===== config.mk =====
export PLATFORM = sky130hd
export DESIGN_NAME = fapc_regs
export DESIGN_NICKNAME = d
export VERILOG_FILES = /design/src/inc/fapc_pkg.sv /design/src/logic/fapc_regs.sv
export SDC_FILE = /design/constraint.sdc
export NUM_CORES = 1
export LEC_CHECK = 0
export ABC_AREA = 1
export BUFFER_PORTS_ARGS = -buffer_cell sky130_fd_sc_hd__buf_2
export CAP_MARGIN = 30
export CORE_ASPECT_RATIO = 1.2
export CORE_MARGIN = 2
export CORE_UTILIZATION = 45
export CTS_BUF_LIST = sky130_fd_sc_hd__clkbuf_4
export CTS_CLUSTER_SIZE = 25
export DETAILED_ROUTE_END_ITERATION = 8
export PLACE_DENSITY_LB_ADDON = 0.1
export SETUP_SLACK_MARGIN = 0.1
export SLEW_MARGIN = 20
export SYNTH_ARGS = -nofsm -noshare
export SYNTH_HDL_FRONTEND = slang
export SYNTH_SLANG_ARGS = --single-unit

===== constraint.sdc =====
create_clock -name clk_sys_in -period 1.5 [get_ports clk_sys_in]
set_input_delay 0.15 -clock clk_sys_in [delete_from_list [all_inputs] [get_ports clk_sys_in]]
set_output_delay 0.15 -clock clk_sys_in [all_outputs]
set_load 0.005 [all_outputs]

===== src/inc/fapc_pkg.sv =====
// shared constants and carrier types of the fifo / secondary poll configuration bank
package fapc_pkg;
  // ****************************************
  // register offsets
  // ****************************************
  localparam logic [7:0] ADDR_FILL_LOW   = 8'h24;
  localparam logic [7:0] ADDR_FILL_HIGH  = 8'h25;
  localparam logic [7:0] ADDR_POLL_CFG   = 8'h44;
  localparam logic [7:0] ADDR_DOWNS_CFG  = 8'h45;
  localparam logic [7:0] ADDR_WTM_LOW    = 8'h46;
  localparam logic [7:0] ADDR_WTM_HIGH   = 8'h47;
  localparam logic [7:0] ADDR_BEHAV_CFG  = 8'h48;
  localparam logic [7:0] ADDR_IRQ_STATUS = 8'h60;
  localparam logic [7:0] ADDR_IRQ_MASK   = 8'h61;

  // ****************************************
  // reset values, writable masks and the fill high readback mask
  // ****************************************
  localparam logic [7:0] RST_POLL_CFG   = 8'h46;
  localparam logic [7:0] RST_DOWNS_CFG  = 8'h80;
  localparam logic [7:0] RST_WTM_LOW    = 8'h00;
  localparam logic [7:0] RST_WTM_HIGH   = 8'h02;
  localparam logic [7:0] RST_BEHAV_CFG  = 8'h02;
  localparam logic [1:0] RST_IRQ        = 2'h0;
  localparam logic [7:0] MASK_DOWNS_CFG = 8'hF0;
  localparam logic [7:0] MASK_WTM_HIGH  = 8'h1F;
  localparam logic [7:0] MASK_BEHAV_CFG = 8'h03;
  localparam logic [7:0] MASK_FILL_HIGH = 8'h3F;

  // ****************************************
  // field positions and codes
  // ****************************************
  localparam int RATE_LSB        = 0;
  localparam int OFFSET_LSB      = 4;
  localparam int DOWNS_LSB       = 4;
  localparam int FILT_BIT        = 7;
  localparam int STOP_FULL_BIT   = 0;
  localparam int TIME_EN_BIT     = 1;
  localparam int IRQ_WTM_BIT     = 0;
  localparam int IRQ_DROP_BIT    = 1;
  localparam logic [3:0] RATE_CODE_LOWEST  = 4'h1;
  localparam logic [3:0] RATE_CODE_HIGHEST = 4'hB;

  // ****************************************
  // timing
  // ****************************************
  localparam real OFFSET_STEP_MS = 2.5;
  localparam real CLK_PERIOD_NS  = 10.0;
  localparam int  OFFSET_STEP_CYCLES = int'(OFFSET_STEP_MS * 1.0e6 / CLK_PERIOD_NS);

  // configuration seen by the surrounding logic
  typedef struct packed {
    logic [3:0]  poll_rate;
    logic [3:0]  trig_offset;
    logic [2:0]  downs_exp;
    logic        filt_sel;
    logic [12:0] watermark;
    logic        stop_on_full;
    logic        time_frame_en;
  } fapc_cfg_type;
endpackage


===== src/logic/fapc_regs.sv =====
// fifo / secondary poll configuration register bank with trigger timer and fifo write gate
//
// Contract
// - 4-bit poll rate code in bits 3:0; codes 1..11 valid, others reserved.
// - bits 7:4 give readout-to-trigger delay in 2.5 ms steps.
// - offset zero means trigger issued immediately after readout completes.
// - secondary poll configuration resets to 0x46.
// - downsample field bits 6:4; factor is two to the field value.
// - bit 7 selects filtered (1) or unfiltered (0) samples for the fifo.
// - downsample register resets to 0x80; bits 3:0 reserved, not writable.
// - 13-bit watermark: low byte at 0x46, bits 12:8 at 0x47 bits 4:0.
// - watermark registers reset to 0x00 and 0x02, level 512 bytes.
// - bit 0 of behaviour config set stops writing into a full fifo.
// - bit 1 of behaviour config enables timestamp frame after last data frame.
// - behaviour config resets to 0x02; bits 7:2 reserved, not writable.
// - fifo byte fill level readable over two read-only registers, 13..8 upper.
`timescale 1ns/10ps
module fapc_regs #(
  parameter int unsigned STEP_CYCLES = fapc_pkg::OFFSET_STEP_CYCLES,
  parameter int          FILL_W      = 14
) (
  input  wire logic                  clk_sys_in,
  input  wire logic                  rst_in,
  input  wire logic [7:0]            reg_addr_in,
  input  wire logic [7:0]            reg_wdata_in,
  input  wire logic                  reg_wr_in,
  input  wire logic                  reg_rd_in,
  output logic      [7:0]            reg_rdata_out,
  input  wire logic [FILL_W-1:0]     fill_level_in,
  input  wire logic                  fifo_full_in,
  input  wire logic                  sample_valid_in,
  input  wire logic                  readout_done_in,
  output fapc_pkg::fapc_cfg_type     cfg_out,
  output logic                       rate_valid_out,
  output logic                       trigger_out,
  output logic                       fifo_write_out,
  output logic                       watermark_out,
  output logic                       irq_out
);
  typedef enum logic [0:0] {
    FAPC_IDLE = 1'b0,
    FAPC_WAIT = 1'b1
  } fapc_state_type;

  // ****************************************
  // register file
  // ****************************************
  logic [7:0]  poll_reg, poll_next;
  logic [7:0]  downs_reg, downs_next;
  logic [7:0]  wtm_lo_reg, wtm_lo_next;
  logic [7:0]  wtm_hi_reg, wtm_hi_next;
  logic [7:0]  behav_reg, behav_next;
  logic [1:0]  status_reg, status_next;
  logic [1:0]  mask_reg, mask_next;
  logic [7:0]  rdata_reg, rdata_next;
  logic [1:0]  irq_set;
  logic [12:0] wtm_level;

  assign wtm_level = {wtm_hi_reg[4:0], wtm_lo_reg};

  // writes: only writable bits land, reserved bits stay zero
  always_comb begin
    poll_next   = poll_reg;
    downs_next  = downs_reg;
    wtm_lo_next = wtm_lo_reg;
    wtm_hi_next = wtm_hi_reg;
    behav_next  = behav_reg;
    mask_next   = mask_reg;
    if (reg_wr_in) begin
      case (reg_addr_in)
        fapc_pkg::ADDR_POLL_CFG:   poll_next   = reg_wdata_in;
        fapc_pkg::ADDR_DOWNS_CFG:  downs_next  = reg_wdata_in & fapc_pkg::MASK_DOWNS_CFG;
        fapc_pkg::ADDR_WTM_LOW:    wtm_lo_next = reg_wdata_in;
        fapc_pkg::ADDR_WTM_HIGH:   wtm_hi_next = reg_wdata_in & fapc_pkg::MASK_WTM_HIGH;
        fapc_pkg::ADDR_BEHAV_CFG:  behav_next  = reg_wdata_in & fapc_pkg::MASK_BEHAV_CFG;
        fapc_pkg::ADDR_IRQ_MASK:   mask_next   = reg_wdata_in[1:0];
        default: begin
        end
      endcase
    end
  end

  // sticky status: a set in the clearing cycle wins
  always_comb begin
    status_next = status_reg;
    if (reg_wr_in && reg_addr_in == fapc_pkg::ADDR_IRQ_STATUS) begin
      status_next = status_reg & ~reg_wdata_in[1:0];
    end
    status_next = status_next | irq_set;
  end

  // read mux, answer one cycle after the strobe; unmapped reads give zero
  always_comb begin
    rdata_next = 8'h00;
    if (reg_rd_in) begin
      case (reg_addr_in)
        fapc_pkg::ADDR_FILL_LOW:   rdata_next = fill_level_in[7:0];
        fapc_pkg::ADDR_FILL_HIGH:  rdata_next = 8'(fill_level_in[FILL_W-1:8])
                                                & fapc_pkg::MASK_FILL_HIGH;
        fapc_pkg::ADDR_POLL_CFG:   rdata_next = poll_reg;
        fapc_pkg::ADDR_DOWNS_CFG:  rdata_next = downs_reg;
        fapc_pkg::ADDR_WTM_LOW:    rdata_next = wtm_lo_reg;
        fapc_pkg::ADDR_WTM_HIGH:   rdata_next = wtm_hi_reg;
        fapc_pkg::ADDR_BEHAV_CFG:  rdata_next = behav_reg;
        fapc_pkg::ADDR_IRQ_STATUS: rdata_next = {6'h00, status_reg};
        fapc_pkg::ADDR_IRQ_MASK:   rdata_next = {6'h00, mask_reg};
        default:                   rdata_next = 8'h00;
      endcase
    end
  end

  // register update
  always_ff @(posedge clk_sys_in) begin
    if (rst_in) begin
      poll_reg   <= fapc_pkg::RST_POLL_CFG;
      downs_reg  <= fapc_pkg::RST_DOWNS_CFG;
      wtm_lo_reg <= fapc_pkg::RST_WTM_LOW;
      wtm_hi_reg <= fapc_pkg::RST_WTM_HIGH;
      behav_reg  <= fapc_pkg::RST_BEHAV_CFG;
      status_reg <= fapc_pkg::RST_IRQ;
      mask_reg   <= fapc_pkg::RST_IRQ;
      rdata_reg  <= 8'h00;
    end else begin
      poll_reg   <= poll_next;
      downs_reg  <= downs_next;
      wtm_lo_reg <= wtm_lo_next;
      wtm_hi_reg <= wtm_hi_next;
      behav_reg  <= behav_next;
      status_reg <= status_next;
      mask_reg   <= mask_next;
      rdata_reg  <= rdata_next;
    end
  end

  assign reg_rdata_out = rdata_reg;
  assign irq_out       = |(status_reg & mask_reg);

  // configuration view, straight from the flops
  always_comb begin
    cfg_out.poll_rate     = poll_reg[fapc_pkg::RATE_LSB +: 4];
    cfg_out.trig_offset   = poll_reg[fapc_pkg::OFFSET_LSB +: 4];
    cfg_out.downs_exp     = downs_reg[fapc_pkg::DOWNS_LSB +: 3];
    cfg_out.filt_sel      = downs_reg[fapc_pkg::FILT_BIT];
    cfg_out.watermark     = wtm_level;
    cfg_out.stop_on_full  = behav_reg[fapc_pkg::STOP_FULL_BIT];
    cfg_out.time_frame_en = behav_reg[fapc_pkg::TIME_EN_BIT];
  end

  // ****************************************
  // watermark flag and rate check
  // ****************************************
  logic wtm_reg, wtm_next;
  logic rate_ok_reg, rate_ok_next;

  // level compare; rising edge feeds the sticky status
  always_comb begin
    wtm_next     = ({{(32-FILL_W){1'b0}}, fill_level_in} >= {19'h0, wtm_level});
    rate_ok_next = (poll_reg[3:0] >= fapc_pkg::RATE_CODE_LOWEST) &&
                   (poll_reg[3:0] <= fapc_pkg::RATE_CODE_HIGHEST);
  end

  always_ff @(posedge clk_sys_in) begin
    if (rst_in) begin
      wtm_reg     <= 1'b0;
      rate_ok_reg <= 1'b0;
    end else begin
      wtm_reg     <= wtm_next;
      rate_ok_reg <= rate_ok_next;
    end
  end

  assign watermark_out  = wtm_reg;
  assign rate_valid_out = rate_ok_reg;

  // ****************************************
  // fifo write gate: downsample and stop-on-full
  // ****************************************
  logic [6:0] skip_reg, skip_next;
  logic       wr_reg, wr_next;
  logic       drop;

  // one sample of every 2**n passes; a full fifo blocks it only in stop mode
  always_comb begin
    skip_next = skip_reg;
    wr_next   = 1'b0;
    drop      = 1'b0;
    if (sample_valid_in) begin
      if (skip_reg == 7'h00) begin
        skip_next = 7'((8'h01 << downs_reg[fapc_pkg::DOWNS_LSB +: 3]) - 8'h01);
        if (behav_reg[fapc_pkg::STOP_FULL_BIT] && fifo_full_in) begin
          drop = 1'b1;
        end else begin
          wr_next = 1'b1;
        end
      end else begin
        skip_next = skip_reg - 7'h01;
      end
    end
  end

  assign irq_set = {drop, wtm_next & ~wtm_reg};

  always_ff @(posedge clk_sys_in) begin
    if (rst_in) begin
      skip_reg <= 7'h00;
      wr_reg   <= 1'b0;
    end else begin
      skip_reg <= skip_next;
      wr_reg   <= wr_next;
    end
  end

  assign fifo_write_out = wr_reg;

  // ****************************************
  // readout to trigger timer
  // ****************************************
  fapc_state_type state_reg, state_next;
  logic [31:0]    cyc_reg, cyc_next;
  logic [3:0]     steps_reg, steps_next;
  logic           trig_reg, trig_next;

  // offset zero fires at once; otherwise count offset steps of STEP_CYCLES
  always_comb begin
    state_next = state_reg;
    cyc_next   = cyc_reg;
    steps_next = steps_reg;
    trig_next  = 1'b0;
    case (state_reg)
      FAPC_IDLE: begin
        if (readout_done_in) begin
          if (poll_reg[fapc_pkg::OFFSET_LSB +: 4] == 4'h0) begin
            trig_next = 1'b1;
          end else begin
            steps_next = poll_reg[fapc_pkg::OFFSET_LSB +: 4];
            cyc_next   = 32'(STEP_CYCLES - 1);
            state_next = FAPC_WAIT;
          end
        end
      end
      FAPC_WAIT: begin
        if (cyc_reg != 32'h0) begin
          cyc_next = cyc_reg - 32'h1;
        end else if (steps_reg == 4'h1) begin
          trig_next  = 1'b1;
          state_next = FAPC_IDLE;
        end else begin
          steps_next = steps_reg - 4'h1;
          cyc_next   = 32'(STEP_CYCLES - 1);
        end
      end
      default: state_next = FAPC_IDLE;
    endcase
  end

  always_ff @(posedge clk_sys_in) begin
    if (rst_in) begin
      state_reg <= FAPC_IDLE;
      cyc_reg   <= 32'h0;
      steps_reg <= 4'h0;
      trig_reg  <= 1'b0;
    end else begin
      state_reg <= state_next;
      cyc_reg   <= cyc_next;
      steps_reg <= steps_next;
      trig_reg  <= trig_next;
    end
  end

  assign trigger_out = trig_reg;

  // ****************************************
  // checks
  // ****************************************
  // watched interval of the timer, for the delay check
  logic [35:0] wait_cnt_reg;
  logic [3:0]  wait_off_reg;
  always_ff @(posedge clk_sys_in) begin
    if (rst_in || (state_reg == FAPC_IDLE && readout_done_in)) begin
      wait_cnt_reg <= 36'h0;
      wait_off_reg <= rst_in ? 4'h0 : poll_reg[7:4];
    end else begin
      wait_cnt_reg <= wait_cnt_reg + 36'h1;
    end
  end

  rate_flag_a: assert property (@(posedge clk_sys_in) disable iff (rst_in)
    !$past(rst_in) |-> rate_valid_out == ($past(poll_reg[3:0]) inside {[4'h1:4'hB]}))
    else $error("poll rate validity wrong");
  trig_delay_a: assert property (@(posedge clk_sys_in) disable iff (rst_in)
    $rose(trigger_out) && wait_off_reg != 4'h0 |->
      wait_cnt_reg == 36'(wait_off_reg) * 36'(STEP_CYCLES))
    else $error("trigger delay wrong");
  trig_zero_a: assert property (@(posedge clk_sys_in) disable iff (rst_in)
    state_reg == FAPC_IDLE && readout_done_in && poll_reg[7:4] == 4'h0 |=> trigger_out)
    else $error("zero offset trigger late");
  reset_vals_a: assert property (@(posedge clk_sys_in)
    $past(rst_in) |-> poll_reg == 8'h46 && downs_reg == 8'h80 && behav_reg == 8'h02
      && wtm_level == 13'h0200)
    else $error("reset values wrong");
  downs_gap_a: assert property (@(posedge clk_sys_in) disable iff (rst_in)
    sample_valid_in && skip_reg == 7'h00 && downs_reg[6:4] == 3'h1 && !fifo_full_in
      ##1 sample_valid_in |-> ##1 !fifo_write_out)
    else $error("downsample passed extra sample");
  filt_view_a: assert property (@(posedge clk_sys_in) disable iff (rst_in)
    $past(reg_wr_in && reg_addr_in == 8'h45) |-> cfg_out.filt_sel == $past(reg_wdata_in[7]))
    else $error("filter select not taken");
  reserved_zero_a: assert property (@(posedge clk_sys_in) disable iff (rst_in)
    downs_reg[3:0] == 4'h0 && wtm_hi_reg[7:5] == 3'h0 && behav_reg[7:2] == 6'h00)
    else $error("reserved bit set");
  wtm_read_a: assert property (@(posedge clk_sys_in) disable iff (rst_in)
    reg_rd_in && reg_addr_in == 8'h47 |=> reg_rdata_out == {3'h0, wtm_level[12:8]})
    else $error("watermark high read wrong");
  stop_full_a: assert property (@(posedge clk_sys_in) disable iff (rst_in)
    behav_reg[0] && fifo_full_in |=> !fifo_write_out)
    else $error("write into full fifo");
  time_en_a: assert property (@(posedge clk_sys_in) disable iff (rst_in)
    $past(reg_wr_in && reg_addr_in == 8'h48) |-> cfg_out.time_frame_en == $past(reg_wdata_in[1]))
    else $error("timestamp enable not taken");
  fill_read_a: assert property (@(posedge clk_sys_in) disable iff (rst_in)
    reg_rd_in && reg_addr_in == 8'h24 |=> reg_rdata_out == $past(fill_level_in[7:0]))
    else $error("fill level read wrong");
  wtm_flag_a: assert property (@(posedge clk_sys_in) disable iff (rst_in)
    !$past(rst_in) |-> watermark_out == ($past(fill_level_in) >= $past(wtm_level)))
    else $error("watermark flag wrong");

  trig_delay_c: cover property (@(posedge clk_sys_in) disable iff (rst_in)
    state_reg == FAPC_WAIT ##1 trigger_out);
  drop_full_c: cover property (@(posedge clk_sys_in) disable iff (rst_in) drop);
  wtm_irq_c: cover property (@(posedge clk_sys_in) disable iff (rst_in)
    $rose(watermark_out) ##1 irq_out);
endmodule


Yosys cells after proc, flatten, opt, wreduce, memory -nomap -nowiden
Index checks and enable logic that the tools add are counted.
- word-level logic and storage cells: 93
- output and inout bits: 40
- bits in registers: 87
- input bits: 37
- equal/unequal tests: 15
- bitwise logic cells: 10
- muxes and demuxes: 27
- $add $sub $neg: 4
- magnitude comparators: 3
- shift-type cells: 1
- reduce and logical (&&, ||, !) cells: 17
- operators with widths (cell ; number):
    32-bit 2-to-1 mux ; 4
    8-bit case mux with 9 select lines ; 1
    32-bit case mux with 2 select lines ; 1
    8-bit by 7-bit equality test with 1-bit output (second input constant) ; 7
    32-bit nonzero test ; 1
    32-bit by 1-bit subtractor with 32-bit output (second input constant) ; 1
    8-bit by 6-bit equality test with 1-bit output (second input constant) ; 2
    4-bit 2-to-1 mux ; 4
    14-bit by 13-bit greater-or-equal comparator with 1-bit output ; 1
    7-bit by 1-bit subtractor with 7-bit output (second input constant) ; 2
    1-bit 2-to-1 mux ; 12
    2-bit AND reduction ; 6
    2-bit != test (second input constant) ; 4
    4-bit case mux with 2 select lines ; 1
    7-bit logical NOT ; 1
    7-bit 2-to-1 mux ; 1
    1-bit by 3-bit << shifter with 7-bit output (first input constant) ; 1
    1-bit inverter ; 5
    2-bit AND ; 2
    4-bit by 1-bit equality test with 1-bit output (second input constant) ; 1
    4-bit by 1-bit greater-or-equal comparator with 1-bit output (second input constant) ; 1
    4-bit <= comparator (second input constant) ; 1
    4-bit logical NOT ; 1
    1-bit case mux with 2 select lines ; 2
    other kinds (11) ; 14

Logic depth before layout (Yosys ltp)
Gate-level depths: netlist of run 1.
- depth in word-level cells: 5
- depth in mapped cells: 13
- gate-level depth less buffers: 13

Worst setup path before layout of run 1
No wires, ideal clock.
- kind: register to register
- from: register downs_reg[4]
- to: register skip_reg[6]
- path slack: -156 ps
- buffers on the path: 0
- arrival time: 1543 ps
- data required time: 1387 ps
- stages on the path, launching flop included: 11
- setup time: 113 ps
- cell sequence: dfxtp_1 -> nor2_1 -> inv_1 -> nor2_1 -> a21oi_1 -> ha_1 -> nand3_1 -> nor2_1 -> nand3_1 -> nor2_1 -> nor2_1
- longest elaborated chain between the ends: 3
- ends and longest elaborated chain (what ; line ; text):
    from (decl) ; fapc_regs.sv:49 ; logic [7:0] downs_reg, downs_next;
    from (signal assigned) ; fapc_regs.sv:116 ; downs_reg <= fapc_pkg::RST_DOWNS_CFG;
    from (signal assigned) ; fapc_regs.sv:125 ; downs_reg <= downs_next;
    1-bit by 3-bit << shifter with 7-bit output ; fapc_regs.sv:189 ; skip_next = 7'((8'h01 << downs_reg[fapc_pkg::DOWNS_LSB +: 3]) - 8'h01);
    7-bit by 1-bit subtractor with 7-bit output ; fapc_regs.sv:189 ;
    7-bit 2-to-1 mux ; fapc_regs.sv:188 ; if (skip_reg == 7'h00) begin
    to (signal assigned) ; fapc_regs.sv:208 ; skip_reg <= skip_next;
    to (decl) ; fapc_regs.sv:178 ; logic [6:0] skip_reg, skip_next;
No other way between the ends.
A chain may end at the register's enable or synchronous reset.

Final worst setup path of run 1
- from: register cyc_reg[1]
- to: register cyc_reg[3]
- longest elaborated chain between the ends: 3
- ends and longest elaborated chain (what ; line ; text):
    from (decl) ; fapc_regs.sv:219 ; logic [31:0] cyc_reg, cyc_next;
    from (signal assigned) ; fapc_regs.sv:264 ; cyc_reg <= cyc_next;
    32-bit by 1-bit subtractor with 32-bit output / 32-bit nonzero test (equally long branches) ; fapc_regs.sv:243, fapc_regs.sv:242 ;
    32-bit 2-to-1 mux / 3-bit != test (equally long branches) ; n/a ;
    32-bit case mux with 2 select lines / 3-bit AND reduction (equally long branches) ; n/a ;
Parallel ways exist; a longest one is shown, timed or not.

==> results.ini, run 1 <==
[timing]
slew_violations=0
max_freq_mhz=644
fin_crit_ns=1.55
setup_violations=34
grt_setup_unrepaired=true
min_period_over_period_pct=104
hold_viol=0
finalWorstSetupSlack_ns=-0.0538
clock_skew_ns=0.0221
worst_pin_slew_ns=0.675
relSlewSlack_pct=55.0

[critical_path]
path_max_fanout=9
crit_chain=inv_2, ha_4, nand2_4, inv_2, nand2_2, nor2_4, nand2_4, buf_12, nand4_1, nand2_1, a21oi_2
timing.critical_path.buf_inv=3
crit_required_ns=1.89
slowest_stage=dfxtp_2
crit_path_end_kind=register
cp.arrival_ns=1.95
slowest_delay_ns=0.35
crit_type=register to register
startpoint_type=register
path_delay_family=simple AND/OR/NAND/NOR gates

[floorplanning]
die_w_um=103
ioPinCount=77
dieArea_um2=12600
die_h_um=122
start_util_pct=45.9
coreArea_um2=11500
num_rows=43

[detailed_routing]
num_vias=6063
drt_wl_total_mm=17.8
wl_per_cell_um=15.2
antenna_left=0
drt_iter0_markers=238
dr.pass1.iters=4
drc_errors=0
via_per_inst=5.18

[synthesis]
ys_warn_count=0
yosysUniqueCellTypes=38
avgSynthCellArea_um2=6.50
syn_inst=809
ys_ff_latch=87
synth_fp_nets=863
yosysSeqAreaShare_pct=33.1
netlist_area_um2=5260

[cts]
tritoncts=yes
clk_pin_slew_ns=0.14
clk_path_buf_depth=2
clock-sinks=87
root_buffer=clkbuf_4
numCtsBuffers=9
clk_latency_ns=0.45
htreeDepth=3

[placement]
io_buffers=76
place_ws_ns=-0.101
dp_cells=1132
dpl.hpwl_mm=13.1
gp_congestion=0.916

[power]
peakVddDrop_v=0.000431
power_leakage_nw=3.47
powerDensity_nw_per_um2=741

[status]
violations=negative setup slack
outcome=finished with violations

[global_routing]
track_usage_pct=28.7
grt_pass1_vias=6007
grt.overflow.total=0
grt_max_degree=42
grt_pass1_wl_mm=28.0
antenna_found_initial=1

[layout]
drive_above_1_share_pct=38.0
fin_cells=1171
area_delta_synth_final_pct=41.3
fin_util_pct=64.9
largest_register_ffs=32
nNetsFinal=1062

[job]
drv_cap=0

[worst_hold_path]
hold_path.class=primary input to register

## Yosys cell counts, drive strengths merged
master	count	area, um^2
a211oi	3	22.5
inv	107	402
xor2	1	8.76
nand2	205	802
o21ai	51	255
nor4	5	31.3
dfxtp	87	1740
ha	17	213
xnor2	1	8.76
or2	5	31.3
nor3	11	66.3
a21oi	74	445
a31oi	3	18.8
a22o	1	8.76
nand4	36	225
nand3	42	228
o221ai	1	8.76
a21o	1	7.51
clkbuf	8	30.0
o211ai	3	22.5
o21bai	6	45.0
nor2	118	483
o22ai	6	37.5
nand3b	3	22.5
buf	13	86.3
a31o	1	8.76
## tightest hold or removal path: stages
cell and delay, ns:
buf_2 0.10, o21ai_0 0.08, a21oi_1 0.11
## where the power goes
group          switching (W)  leakage [nW]  total, W  internal [W]
Clock               0.000824        0.0687   0.00122      0.000391
Combinational        0.00101          2.68   0.00181      0.000802
Sequential         0.0000815         0.720   0.00249       0.00241
Total                0.00191          3.47   0.00551       0.00360
## layout make-up
class / count / area, um^2
Tap cell: 157 / 196
Antenna cell: 1 / 2.50
Inverter: 107 / 409
Sequential cell: 87 / 1780
Fill cell: 1111 / 4030
Clock buffer: 12 / 90.1
Multi-Input combinational cell: 594 / 3440
Timing Repair Buffer: 209 / 1500
Clock inverter: 4 / 22.5
## repair_timing
action,in CTS,in global routing
gates resized for setup,64,75
setup endpoints to repair,44,46
hold buffers,9,1
pin swaps,19,19
setup buffers,7,4
hold endpoints to repair,10,1
gates cloned,0,2
## through the flow
stage | hold slack [ns] | TNS (ns) | area, um^2 | power [W]
after floorplan | 0.243 | 0 | 5320 | 0.00338
after detailed placement | 0.351 | -1.63 | 6650 | 0.00403
after global routing | 0.00905 | -4.92 | 7430 | 0.00584
after global placement | 0.346 | -0.759 | 6650 | 0.00400
after CTS | 0.00465 | -0.947 | 7090 | 0.00537
final | 0.0243 | -1.01 | 7430 | 0.00551
## cells in the final DEF (no fill, tap or decap), types with 8 or more instances in the layout
cell / n
a21oi_1: 50
a21oi_2: 23
buf_2: 76
buf_4: 113
clkbuf_4: 12
dfxtp_1: 62
dfxtp_2: 24
dlygate4sd3_1: 10
ha_1: 9
ha_4: 8
inv_1: 93
inv_2: 11
nand2_1: 164
nand2_2: 31
nand2_4: 9
nand3_1: 37
nand4_1: 36
nor2_1: 79
nor2_2: 24
nor2_4: 15
o21ai_0: 40
## routing by layer
layer / vias to the layer above / track usage [%] / part of all wire, %
li1: 3051 / - / -
met1: 2810 / 31.0 / 38
met2: 145 / 52.7 / 53
met3: 57 / 5.35 / 3.8
met4: 0 / 14.0 / 4.7
met5: - / 0 / 0
## logic make-up after synthesis
family	Yosys count	share of synthesized area, %
XOR/XNOR	2	0.333
flip-flops	87	33.1
adder cells (fa/ha/maj)	17	4.04
AO/OA/AOI/OAI	150	16.7
buffers and inverters	128	9.85
AND/OR/NAND/NOR	425	35.9
## worst paths after layout
path | from | to | depth (start not counted) | slack, ns
max | cyc_reg[1]$_SDFFE_PP0P_ | cyc_reg[3]$_SDFFE_PP0P_ | 11 | -0.05
min | reg_wdata_in[5] | poll_reg[5]$_SDFFE_PP0P_ | 3 | 0.02
max reg2reg | cyc_reg[1]$_SDFFE_PP0P_ | cyc_reg[3]$_SDFFE_PP0P_ | 11 | -0.05
min reg2reg | poll_reg[4]$_SDFFE_PP0P_ | poll_reg[4]$_SDFFE_PP0P_ | 2 | 0.49
No activity file was read; power rests on OpenSTA's default activity.
==> inputs of run 2 (changes only) <==
CORE_ASPECT_RATIO = default   (was 1.2)
CTS_CLUSTER_DIAMETER = 80   (was default)
HOLD_SLACK_MARGIN = 0.02   (was default)
==> results.ini, run 2 (same netlist as run 1, synthesis figures left out) <==
[power]
seqPwrFrac_pct=43.0  ; -2.1 points
power_leakage_nw=3.60  ; +3.9%
power_frac_clock_pct=24.5  ; +2.4 points
intPower_w=0.00376  ; +4.4%
switching_share_pct=35.0  ; +0.30 points
p_total_w=0.00578  ; +4.8%
peakVddDrop_v=0.000674  ; +56%
powerDensity_nw_per_um2=748  ; +0.93%
comb_power_share_pct=32.6  ; -0.2 points
p_sw_w=0.00202  ; +5.8%

[timing]
grt_setup_unrepaired=true
fin_crit_ns=1.62  ; +0.0678 ns
min_period_over_period_pct=108  ; +4.5 points
max_freq_mhz=617  ; -4.2%
hold_viol=0  ; unchanged
setup_violations=37  ; +8.8%
clock_skew_ns=0.0178  ; -0.00436 ns
relSlewSlack_pct=73.0  ; +18 points
hold_ws_ns=0.0946  ; +0.0704 ns
slew_violations=0  ; unchanged
finalWorstSetupSlack_ns=-0.122  ; -0.0678 ns
worst_pin_slew_ns=0.405  ; -0.270 ns

[global_routing]
grt_util_met1_pct=34.3  ; +3.3 points
grt_max_degree=40  ; -4.8%
track_usage_pct=27.6  ; -1.0 points
use_met2_pct=47.1  ; -5.6 points
antenna_found_initial=1  ; unchanged
grt_pass1_wl_mm=28.4  ; +1.3%
met3_usage_pct=4.32  ; -1.0 points
grt_pass1_vias=6182  ; +2.9%
grt_busiest_layer=met2
grt.overflow.total=0  ; unchanged

[status]
outcome=finished with violations
violations=negative setup slack

[cts]
clk_pin_slew_ns=0.15  ; about the same
clk_latency_ns=0.47  ; +0.02 ns
root_buffer=clkbuf_4
tritoncts=yes
htreeDepth=3  ; unchanged
clock-sinks=87  ; unchanged
clk_path_buf_depth=2  ; unchanged
numCtsBuffers=9  ; unchanged

[detailed_routing]
drt_iter0_markers=448  ; +88%
drt_wl_total_mm=17.9  ; +1.1%
via_per_inst=5.44  ; +5.1%
drc_errors=0  ; unchanged
wl_per_cell_um=15.4  ; +1.4%
dr.pass1.iters=7  ; +3
antenna_left=0  ; unchanged
num_vias=6349  ; +4.7%

[layout]
area_delta_synth_final_pct=46.8
largest_register_ffs=32  ; unchanged
layout_commonest_cell=nand2_1
final_cell_mix=160 x nand2_1, 113 x buf_4, 85 x inv_1, 81 x nor2_1, 75 x buf_2
drive_above_1_share_pct=40.3  ; +2.3 points
fill_cells=958  ; -14%
fin_util_pct=67.6  ; +2.8 points
fin_cells=1167  ; -0.34%
seqCellArea_um2=1780  ; +0.28%
post-route-cell-area_um2=7720  ; +3.9%
multi_input_area_um2=3590  ; +4.4%
nNetsFinal=1072  ; +0.94%

[placement]
gp_congestion=0.997  ; +8.8%
dp_cells=1115  ; -1.5%
dpl.hpwl_mm=12.7  ; -3.1%
io_buffers=76  ; unchanged
dpl_cell_area_um2=6620  ; -0.41%

[critical_path]
reg2reg_depth=13  ; +2
startpoint_type=register
path_max_fanout=3  ; -6
cp.arrival_ns=2.01  ; +0.06 ns
crit_required_ns=1.89  ; about the same
crit_path_end_kind=register
crit_type=register to register

[floorplanning]
start_util_pct=46.1  ; +0.17 points
coreArea_um2=11400  ; -0.36%
die_h_um=112  ; -8.4%
ioPinCount=77  ; unchanged
die_w_um=112  ; +9.2%
dieArea_um2=12600  ; about the same
num_rows=39  ; -9.3%

[worst_hold_path]
hold_depth=5  ; +2
hold_path.class=primary input to register

[job]
drv_cap=0  ; unchanged

-- run 2: final timing paths --
check                                               from                           to  slack (ns)
worst min register to register  poll_reg[4]$_SDFFE_PP0P_     poll_reg[4]$_SDFFE_PP0P_        0.49
worst max register to register  skip_reg[0]$_SDFFE_PP0P_     skip_reg[4]$_SDFFE_PP0P_       -0.12
worst min-delay path                    fill_level_in[2]  reg_rdata_out[2]$_SDFF_PP0_        0.09
worst max-delay path            skip_reg[0]$_SDFFE_PP0P_     skip_reg[4]$_SDFFE_PP0P_       -0.12
-- run 2: routing by layer --
layer	share of wire, %	routed length, um	vias up
met5	0	0	-
met4	4.2	745	0
met3	6.8	1210	66
met2	48	8530	272
met1	42	7450	2937
li1	-	-	3074
-- run 2: cell type report --
| type | instances | share of cell area, % |
|---|---|---|
| diodes | 1 | 0.0324 |
| clock buffers | 9 | 0.875 |
| clock inverters | 7 | 0.940 |
| inverters | 107 | 5.30 |
| multi-input cells | 594 | 46.5 |
| flip-flops and latches | 87 | 23.1 |
| well taps | 143 | 2.32 |
| repair buffers | 219 | 20.9 |
-- run 2: stage by stage --
step,TNS [ns],worst slack (ns)
after floorplan,0,0.0262
after global placement,-0.485,-0.0322
after detailed placement,-1.42,-0.0725
after CTS,-2.05,-0.0978
after global routing,-6.96,-0.212
final,-2.62,-0.122
-- run 2: power by group through the flow --
stage	Clock, W	Sequential, W	Combinational, W
after detailed placement	0	0.00252	0.00146
after CTS	0.00144	0.00248	0.00167
after global placement	0	0.00251	0.00142
final	0.00141	0.00248	0.00188
after global routing	0.00154	0.00249	0.00205
after floorplan	0	0.00252	0.000859
-- run 2: what timing repair did --
item                                   in CTS  in global routing
endpoints found under the hold margin      31                  0
gates resized for setup                    87                 95
hold buffers                               16                  0
pin swaps                                   9                 40
cloned                                      1                  1
setup endpoints to repair                  43                 45
setup buffers                               9                 10
-- run 2: worst max-delay path: stages, from the launching register on --
cell and delay (ns):
dfxtp_2 0.35, nor2_2 0.11, nand2_2 0.08, nor2_4 0.18, nand2_2 0.09, nand2_2 0.10, inv_2 0.05, ha_4 0.17
nand3_4 0.08, nor2_4 0.05, nand2_1 0.06, nand2_1 0.05, o21ai_1 0.12, inv_1 0.05
